File: src/logic/pfm_pkg.sv
package pfm_pkg;
    localparam int NUM_CH          = 4;
    localparam int CLK_HZ          = 200_000_000;
    localparam int BLANK_TIME_US   = 60;
    localparam int FILTER_TIME_US  = 10;
    localparam int RETRY_PERIOD_MS = 10;
    localparam int RETRY_PULSE_US  = 68;
    localparam int BLANK_CYC       = BLANK_TIME_US * (CLK_HZ / 1_000_000);
    localparam int FILTER_CYC      = FILTER_TIME_US * (CLK_HZ / 1_000_000);
    localparam int RETRY_PERIOD_CYC = RETRY_PERIOD_MS * (CLK_HZ / 1_000);
    localparam int RETRY_PULSE_CYC = RETRY_PULSE_US * (CLK_HZ / 1_000_000);
    localparam int CNT_W           = 22;
    localparam logic [3:0] FAULT_WORD_RST = 4'h0;

    // Variant selection
    typedef enum logic {PFM_SHUTDOWN, PFM_RETRY} pfm_variant_e;

    // Per-channel comparator inputs
    typedef struct packed {
        logic [NUM_CH-1:0] above_int;
        logic [NUM_CH-1:0] above_ext;
    } pfm_cmp_s;

    // Battery monitor inputs
    typedef struct packed {
        logic over_v;
        logic under_v;
    } pfm_bat_s;
endpackage

File: src/logic/pfm_monitor.sv
`timescale 1ns/1ps
module pfm_monitor
    import pfm_pkg::*;
#(
    parameter pfm_variant_e VARIANT  = PFM_SHUTDOWN,
    parameter bit           HAS_UVLO = 1'b1,
    parameter int           RETRY_PERIOD = RETRY_PERIOD_CYC
)(
    // Clock and reset
    input  wire logic              mclk,
    input  wire logic              rst_b,
    // Controller side
    input  wire logic [NUM_CH-1:0] serial_ctrl,
    input  wire logic [NUM_CH-1:0] parallel_in,
    input  wire logic              cs_fall,
    // Analog monitors, already synchronised
    input  wire pfm_cmp_s          cmp,
    input  wire pfm_bat_s          bat,
    input  wire logic              ext_ref_select,
    // Outputs
    output logic      [NUM_CH-1:0] gate_drive,
    output logic      [NUM_CH-1:0] fault_word,
    output logic                   fault_flag_n
);
    logic rst_s1_q;
    logic rst_b_q;

    // Reset release through two flops
    always_ff @(posedge mclk or negedge rst_b)
    begin
        if (!rst_b)
        begin
            rst_s1_q <= 1'b0;
            rst_b_q  <= 1'b0;
        end
        else
        begin
            rst_s1_q <= 1'b1;
            rst_b_q  <= rst_s1_q;
        end
    end

    // Reference selection and battery state
    wire [NUM_CH-1:0] drain_sense = ext_ref_select ? cmp.above_ext : cmp.above_int;
    wire bat_fault = bat.over_v | (HAS_UVLO & bat.under_v);
    wire [NUM_CH-1:0] cmd_on = serial_ctrl | parallel_in;

    // Per-channel results; nets, because each bit is driven by its own channel instance
    wire  [NUM_CH-1:0] load_fault;
    wire  [NUM_CH-1:0] gate_d;

    // Output registers; the pins only ever show flop outputs
    logic [NUM_CH-1:0] gate_drive_q;
    logic [NUM_CH-1:0] fault_word_q;
    logic              flag_q;

    // Shared retry timebase; one timer serves all channels to save area.
    // Limitation: channels in retry pulse in step, not from their own fault time.
    logic [CNT_W-1:0] retry_cnt_q;
    wire              retry_wrap = (retry_cnt_q == CNT_W'(RETRY_PERIOD - 1));
    wire              retry_on   = (retry_cnt_q < CNT_W'(RETRY_PULSE_CYC));
    always_ff @(posedge mclk or negedge rst_b_q)
    begin
        if (!rst_b_q)
            retry_cnt_q <= '0;
        else
            retry_cnt_q <= retry_wrap ? '0 : retry_cnt_q + 1'b1;
    end

    // Per-channel supervision, one instance per output channel
    for (genvar i = 0; i < NUM_CH; i++)
    begin : g_ch
        pfm_chan #(
            .VARIANT (VARIANT)
        ) u_chan (
            .mclk        (mclk),
            .rst_sync_b  (rst_b_q),
            .cmd_on      (cmd_on[i]),
            .retry_on    (retry_on),
            .bat_fault   (bat_fault),
            .drain_sense (drain_sense[i]),
            .gate_req    (gate_d[i]),
            .load_fault  (load_fault[i])
        );
    end

    // Any standing fault; battery faults reach the flag but never the word
    wire              any_fault = bat_fault | (|load_fault);
    // A new fault wins over the release on chip select, so none is lost
    wire              flag_d    = any_fault ? 1'b1 : (cs_fall ? 1'b0 : flag_q);
    // Live status is sampled only at the chip select fall; faults gone by then are lost
    wire [NUM_CH-1:0] word_d    = cs_fall ? load_fault : fault_word_q;

    // Gate pins are registered so an input glitch never reaches the external switch
    always_ff @(posedge mclk or negedge rst_b_q)
    begin
        if (!rst_b_q)
            gate_drive_q <= '0;
        else
            gate_drive_q <= gate_d;
    end

    // Captured fault word, held between chip select falls
    always_ff @(posedge mclk or negedge rst_b_q)
    begin
        if (!rst_b_q)
            fault_word_q <= FAULT_WORD_RST;
        else
            fault_word_q <= word_d;
    end

    // Fault flag state; the pin is active low
    always_ff @(posedge mclk or negedge rst_b_q)
    begin
        if (!rst_b_q)
            flag_q <= 1'b0;
        else
            flag_q <= flag_d;
    end

    // Output pins
    assign gate_drive   = gate_drive_q;
    assign fault_word   = fault_word_q;
    assign fault_flag_n = ~flag_q;
endmodule

// One channel: blanking timer, short filter, short latch and open-load check
module pfm_chan
    import pfm_pkg::*;
#(
    parameter pfm_variant_e VARIANT = PFM_SHUTDOWN
)(
    // Clock and synchronised reset
    input  wire logic mclk,
    input  wire logic rst_sync_b,
    // Command, shared retry window and battery state
    input  wire logic cmd_on,
    input  wire logic retry_on,
    input  wire logic bat_fault,
    // Drain comparator after reference selection
    input  wire logic drain_sense,
    // Gate request and reported load fault
    output logic      gate_req,
    output logic      load_fault
);
    logic             prev_gate_q;
    logic [CNT_W-1:0] blank_q;
    logic [CNT_W-1:0] blank_d;
    logic [CNT_W-1:0] filt_q;
    logic [CNT_W-1:0] filt_d;
    logic             short_q;
    logic             short_d;

    // Gate edges; the reset value matches the idle gate so reset makes no false edge
    wire rise       = gate_req & ~prev_gate_q;
    wire fall       = ~gate_req & prev_gate_q;
    wire blank      = (blank_q != '0);

    // Comparator is only trusted once the drain has settled after a gate edge
    wire short_now  = gate_req & ~blank & drain_sense;
    wire open_now   = ~gate_req & ~blank & ~drain_sense;
    wire short_gone = gate_req & ~blank & ~drain_sense;
    wire filt_done  = (filt_q == CNT_W'(FILTER_CYC - 1));

    // Shutdown: command low clears the latch; the next high re-arms the gate
    wire clr_shutdown = (VARIANT == PFM_SHUTDOWN) & ~cmd_on;
    // Retry: command low, or drain back low during an unblanked retry pulse
    wire clr_retry    = (VARIANT == PFM_RETRY) & (~cmd_on | short_gone);
    // A retry pulse must see the comparator too, so blanking restarts on each pulse
    wire retry_ok     = (VARIANT == PFM_RETRY) & retry_on;

    // Gate request and reported fault
    assign gate_req   = cmd_on & ~bat_fault & (~short_q | retry_ok);
    assign load_fault = ~bat_fault & (short_q | open_now);

    // Blanking reloads on either gate edge, then counts down to zero
    assign blank_d = (rise | fall) ? CNT_W'(BLANK_CYC) :
                     (blank ? blank_q - 1'b1 : blank_q);
    // Filter restarts on any cycle with the drain low; it saturates at the limit
    assign filt_d  = short_now ? (filt_done ? filt_q : filt_q + 1'b1) : '0;
    // Setting the latch wins over any clear in the same cycle
    assign short_d = (short_now & filt_done) | (short_q & ~(clr_shutdown | clr_retry));

    // Channel state; all next values are worked out above
    always_ff @(posedge mclk or negedge rst_sync_b)
    begin
        if (!rst_sync_b)
        begin
            prev_gate_q <= 1'b0;
            blank_q     <= '0;
            filt_q      <= '0;
            short_q     <= 1'b0;
        end
        else
        begin
            prev_gate_q <= gate_req;
            blank_q     <= blank_d;
            filt_q      <= filt_d;
            short_q     <= short_d;
        end
    end
endmodule

File: config.mk
export PLATFORM = sky130hd
export DESIGN_NAME = pfm_monitor
export DESIGN_NICKNAME = d
export VERILOG_FILES = /design/src/logic/pfm_pkg.sv /design/src/logic/pfm_monitor.sv
export SDC_FILE = /design/constraint.sdc
export NUM_CORES = 1
export LEC_CHECK = 0
export BUFFER_PORTS_ARGS = -buffer_cell sky130_fd_sc_hd__buf_4
export CORE_MARGIN = 2
export CORE_UTILIZATION = 50
export DETAILED_ROUTE_END_ITERATION = 8
export PLACE_DENSITY = 0.67
export SLEW_MARGIN = 20
export SYNTH_ARGS = -nofsm -noshare
export SYNTH_HDL_FRONTEND = slang
export SYNTH_SLANG_ARGS = --single-unit
File: constraint.sdc
create_clock -name mclk -period 17.79 [get_ports mclk]
set_input_delay 1.779 -clock mclk [delete_from_list [all_inputs] [get_ports mclk]]
set_output_delay 1.779 -clock mclk [all_outputs]
set_load 0.03 [all_outputs]
Yosys cells after proc, flatten, opt, wreduce, memory -nomap -nowiden
Index checks and enable logic that the tools add are counted.
{"block": "op_classes", "add_sub_neg": 8, "eq_ne": 8, "muxes": 19, "n_bitwise": 81, "reduce_logical": 10}
{"op": "two-way mux 22 bit", "count": 16}
{"op": "adder 22 x 1 -> 22 bit (second input constant)", "count": 4}
{"op": "equality test 22 x 11 -> 1 bit (second input constant)", "count": 4}
{"op": "nonzero test 22 bit", "count": 4}
{"op": "subtractor 22 x 1 -> 22 bit (second input constant)", "count": 4}
{"op": "AND 1 bit", "count": 44}
{"op": "inverter 1 bit", "count": 22}
{"op": "bitwise OR 1 bit", "count": 14}
{"op": "nonzero test 2 bit", "count": 5}
{"op": "!= test 2 bit (second input constant)", "count": 4}
{"op": "two-way mux 4 bit", "count": 1}
{"op": "bitwise OR 4 bit", "count": 1}
{"op": "OR reduction 4 bit", "count": 1}
{"op": "two-way mux 1 bit", "count": 2}
{"block": "totals", "reg_bits": 195, "output_inout_bits": 9}

Logic depth before layout (Yosys ltp)
{"block": "depth", "word_depth": 12, "mapped_depth": 10, "ltp_nobuf": 7}

Modules after synthesis
Synthesis repeated with hierarchy kept, for this count alone.
{"block": "unflattened", "hier_cells": 1127, "area_unflattened_um2": 11195.7}
{"mod": "pfm_chan (g_ch[1].u_chan ...)", "instances": 3, "cells_each": 246, "area_per_inst_um2": 2422.3, "seq_area_each_um2": 1151.1}
{"mod": "pfm_chan (g_ch[0].u_chan)", "instances": 1, "cells_each": 253, "area_per_inst_um2": 2384.8, "seq_area_each_um2": 1151.1}
{"mod": "pfm_monitor", "instances": 1, "cells_each": 136, "area_per_inst_um2": 1544.0, "seq_area_each_um2": 825.8}

Worst setup path after synthesis
No wires, ideal clock.
{"block": "synth_timing", "path_kind": "input to register", "startpoint": "in bat[0] (netlist bit)", "endpoint": "reg g_ch[1].u_chan.blank_q[18]", "setup_time_ns": 0.067, "arrival_ns": 3.525, "required_time_ns": 17.723, "path_slack_ns": 14.198, "stages": 6, "path_buffers": 1, "path_cell_list": "or2_2 clkbuf_1 nor3_1 xor2_1 or4_1 nand2_1"}
{"block": "synth_between", "elab_chain_len": 8}
{"item": "from (decl)", "line_no": "pfm_monitor.sv:18", "text": "input wire pfm_bat_s bat,"}
{"item": "bitwise OR 1 bit (*)", "line_no": "pfm_monitor.sv:45", "text": "wire bat_fault = bat.over_v | (HAS_UVLO & bat.under_v);"}
{"item": "inverter 1 bit (*)", "line_no": "pfm_monitor.sv:173", "text": "assign gate_req = cmd_on & ~bat_fault & (~short_q | retry_ok);"}
{"item": "AND 1 bit (*) (2 in a row)", "line_no": "pfm_monitor.sv:173"}
{"item": "via g_ch[1].u_chan.gate_req", "line_no": "pfm_monitor.sv:143", "text": "output logic gate_req,"}
{"item": "inverter 1 bit", "line_no": "pfm_monitor.sv:156", "text": "wire fall = ~gate_req & prev_gate_q;"}
{"item": "AND 1 bit", "line_no": "pfm_monitor.sv:156"}
{"item": "bitwise OR 1 bit (*)", "line_no": "pfm_monitor.sv:177", "text": "assign blank_d = (rise | fall) ? CNT_W'(BLANK_CYC) :"}
{"item": "two-way mux 22 bit / nonzero test 2 bit (equally long branches)"}
{"item": "to (signal assigned)", "line_no": "pfm_monitor.sv:197", "text": "blank_q <= blank_d;"}
{"item": "to (decl)", "line_no": "pfm_monitor.sv:147", "text": "logic [CNT_W-1:0] blank_q;"}
Mark *: on every way through the listed nets, which the timed path passes. The rest lies on a longest branch.
A chain may end at the register's enable or synchronous reset.

Worst setup path in the final report
{"block": "layout_timing", "startpoint": "in bat[0] (netlist bit)", "endpoint": "reg g_ch[1].u_chan.blank_q[21]"}
Same word-level chain as after synthesis.

==> metrics list <==
- The number of global-route vias before repair was 6,963.
- Setup repair after global routing left no endpoint under its margin.
- Clock tree from TritonCTS: yes
- Cell Count, Final, Fillers Out: 1,321
* Share of flip-flops with an asynchronous set or reset: 100%
* Layout cell share with drive strength beyond 1: 9.09%
* Gr usage total: roughly a fifth
- In the routed design, unresolved DRC markers number 0.
- In this run the clock root is driven by a sky130_fd_sc_hd__clkbuf_16.
- Final min period: between 3000 and 4000 ps
- Endpoint class of the critical path: register
* Sort of element at the start of the critical path: primary input
- Cells fill 55.9% of the core in the end.
- Once detail routing completed, the nets flagged for antenna violations numbered 0.
- Total wire length: around 20,000 um
* Fill count: 1,807
* Simple-gate area share of the yosys netlist: 25.4%
- Summing the areas of all xor and xnor instances in the mapped netlist gives 11.9% of the synthesized area.
* Final estimated routing congestion in global placement: 0.804
* Combinational family with the most area after synthesis: simple AND/OR/NAND/NOR gates
- The core region is just under 0.02 mm^2.
- Synthesized flop and latch total: 191
* Inst Count DP: 1,289
* Syn. warnings: 0
- Synthesized instance count: approximately 1,000
* Crit Reg-Reg Endpoint: g_ch[3].u_chan.short_q
- The number of pins with negative max-slew slack in the final report came to 0.
- Number of antenna violations at the first check in global routing: 0
- Clock Latency Late Sink: 430 ps
- IO Count: 31
* Post-CTS Setup Inserts: 0
* Post-Syn Nets: 1,066
* Power density over the cells: 93.8 mW/mm^2
- Relative area change from synthesis to final layout: 9.84%
* Tightest slew margin relative to the limit: 30.6%
- Dividing the detail-routed via count by the number of cells gives 5.52.
- Worst min-delay path class: reg2reg
- Slack of the worst reg-to-reg path: approximately 15,000 ps
* Number of cell instances on the worst register-to-register path: 7
* Hold_buf cts: 0
* Vertical extent of the die: 144 um
* Rows: 51
* Wire length of the first global-routing pass: 33,500 um
* Maximum vdd ir drop: 79.2 uV
- The run finished with clean final reports.
- For this run the aggregate overflow at the end of global routing stands at 0.
* Post-layout nets: 1,077
- Primary flip-flop cell chosen by synthesis mapping: sky130_fd_sc_hd__dfrtp_1
* Hold path startpoint: rst_s1_q
- Clock transition at the register clock pins on the worst setup and hold paths after CTS: roughly 70 ps
- For this run, the top clock speed supported by timing is between 200 and 300 MHz.
- Area enclosed by the die boundary: 0.0209 mm^2
* R2R Path Start: g_ch[3].u_chan.blank_q[0]
- Initial cell density of the core: 50.9%
* H-tree Lvls: 4
* Maximum fanout along the worst path: 15
- Critical path startpoint: bat[0]
* Syn Std Cell Area: ~0.0099 mm^2
- Leakage power summed over all cells: 4.31 nW
* Number of enable flip-flop cells after synthesis: 0
- The tool flagged a number of max-cap violations equal to 0.
- Dividing the synthesized area by the synthesized cell count gives between 9 and 10 um^2.
- Sequential fraction of the synthesis area: 48.4%
* Compound-gate portion of the synthesized area: 8.63%
* Number of inserted diodes: 0
- Distinct cell type count after synthesis: 56
* HPWL reported at the end of detailed placement: 13,300 um
* Via count: 7,292
- Total of buffers placed on input and output ports: 30
* Data required time of the worst path: 18,110 ps
- Setup violations remaining at the end of the flow were counted as 0.
- Counting every sink on the clock net gives around 190.
- Entering global routing, the biggest net connects 71 pins.
* Hold Violations, Final: 0
- Chip width: 144 um
- In the final timing run, aggregate negative setup slack is 0 ps.
- Avg WL per Cell: 15.0 um
- Number of buffers on the longest clock path: 2
* Number of buffers added by the clock tree synthesis step: 17
- For the pin with the worst max-slew slack, the measured transition is 1040 ps.
* Mux share of post-synthesis cell area: 0.748%
* Worst clock skew: 8.79 ps
- The pre-antenna-repair detailed-routing pass consisted of 5 iterations.
- Dividing the final minimum period by the clock period gives a little over a fifth.
* Post-synthesis share of cell area spent on full adders, half adders and majority gates: 1.52%
- The critical path ends at g_ch[1].u_chan.blank_q[21].
- Iteration-0 DRC Markers: 421
- Category of the critical setup timing path: in2reg
* Number of gates resized after cts: 0
- WP data arrival: 4160 ps
[layout make-up]
class / count / area (um^2) / area share (%)
flip-flops and latches: 191 / 4780 / 44.1
multi-input cells: 770 / 4780 / 44.1
well taps: 265 / 332 / 3.06
inverters: 31 / 116 / 1.07
clock inverters: 11 / 114 / 1.05
repair buffers: 32 / 240 / 2.22
clock buffers: 21 / 470 / 4.34
[logic make-up (layout without fill, tap and decap cells)]
family	after synthesis	count (layout)
DFF	191	191
and+or+nand+nor	489	489
buffers and inverters	71	95
AOI/OAI and AO/OA	127	127
muxes	7	7
xor gates and xnor gates	134	134
adders and majority gates	12	12
other	1	1
[power breakdown]
part           internal [mW]  switching [mW]  total, mW
Clock                  0.217           0.164      0.381
Combinational         0.0543          0.0870      0.141
Sequential             0.461          0.0328      0.494
Total                  0.733           0.284       1.02
[cells in the mapped netlist (all sizes together) (2+ instances only)]
master	instances	area share (%)
a211oi	5	0.38
a21oi	22	1.1
a31oi	2	0.13
and2	7	0.44
and3	19	1.2
and4	9	0.80
buf	14	1.2
clkbuf	26	0.99
dfrtp	191	48
ha	12	1.5
inv	31	1.2
mux2	3	0.34
mux2i	4	0.41
nand2	51	1.9
nand2b	7	0.44
nand3	53	2.8
nand4	24	1.5
nand4b	2	0.18
nor2	172	6.7
nor2b	5	0.32
nor3	44	2.2
nor3b	2	0.15
nor4	30	1.9
nor4b	3	0.27
o2111ai	4	0.35
o211ai	22	1.7
o21a	7	0.53
o21ai	34	1.8
o21ba	3	0.30
o22ai	4	0.25
o31a	6	0.53
o31ai	13	1.1
o41ai	2	0.18
or2	11	0.70
or3	20	1.3
or3b	2	0.18
or4	24	1.9
or4b	2	0.20
xnor2	55	4.9
xor2	79	7.0
[worst min-delay path by stage]
stage	slack (ps)	to	cells after the start
3_5_place_dp	350	rst_b_q	0
3_3_place_gp	330	rst_b_q	0
4_1_cts	370	rst_b_q	0
5_1_grt	380	rst_b_q	0
6_report	360	rst_b_q	0
2_1_floorplan	330	rst_b_q	0
[flip-flops by register name, indices dropped and copies added (netlist names)]
signal,cells
fault_word,4
g_ch.u_chan.filt_q,88
flag_q,1
gate_drive,4
rst_s1_q,1
g_ch.u_chan.short_q,4
g_ch.u_chan.blank_q,88
rst_b_q,1
[worst max-delay path, cell delays in order]
cell,delay (ps)
sky130_fd_sc_hd__buf_4,110
sky130_fd_sc_hd__or2_2,370
sky130_fd_sc_hd__nor3_1,670
sky130_fd_sc_hd__xor2_1,860
sky130_fd_sc_hd__nor2_1,90
sky130_fd_sc_hd__a31o_2,280
[through the flow]
step | setup WS [ps] | instance area [um^2] | hold WS [ps] | total power [mW]
after detailed placement | 13470 | 10200 | 350 | 0.643
after global placement | 13570 | 10200 | 334 | 0.638
final | 13950 | 10800 | 363 | 1.02
after global routing | 13760 | 10800 | 382 | 1.07
after floorplan | 12070 | 9870 | 331 | 0.604
after CTS | 13920 | 10800 | 367 | 1.03
[placed cells by master (no fill, tap or decap), types with 24 or more instances in the layout]
cell	synthesis	routed
sky130_fd_sc_hd__o21ai_0	29	29
sky130_fd_sc_hd__nor2_1	171	171
sky130_fd_sc_hd__inv_1	31	31
sky130_fd_sc_hd__nand4_1	24	24
sky130_fd_sc_hd__nor3_1	44	44
sky130_fd_sc_hd__dfrtp_1	191	190
sky130_fd_sc_hd__nand3_1	52	52
sky130_fd_sc_hd__nor4_1	30	29
sky130_fd_sc_hd__xnor2_1	55	54
sky130_fd_sc_hd__xor2_1	79	78
sky130_fd_sc_hd__nand2_1	51	51
sky130_fd_sc_hd__buf_4	4	32
[per-layer routing]
| layer | routed length, um | vias to the layer above | GRT usage, % |
|---|---|---|---|
| met5 | 0 | - | 0 |
| met4 | 247 | 0 | 5.01 |
| met3 | 451 | 16 | 3.87 |
| met2 | 9380 | 63 | 32.5 |
| met1 | 9800 | 3569 | 28.0 |
| li1 | - | 3644 | - |
No activity file was read; power rests on OpenSTA's default activity.
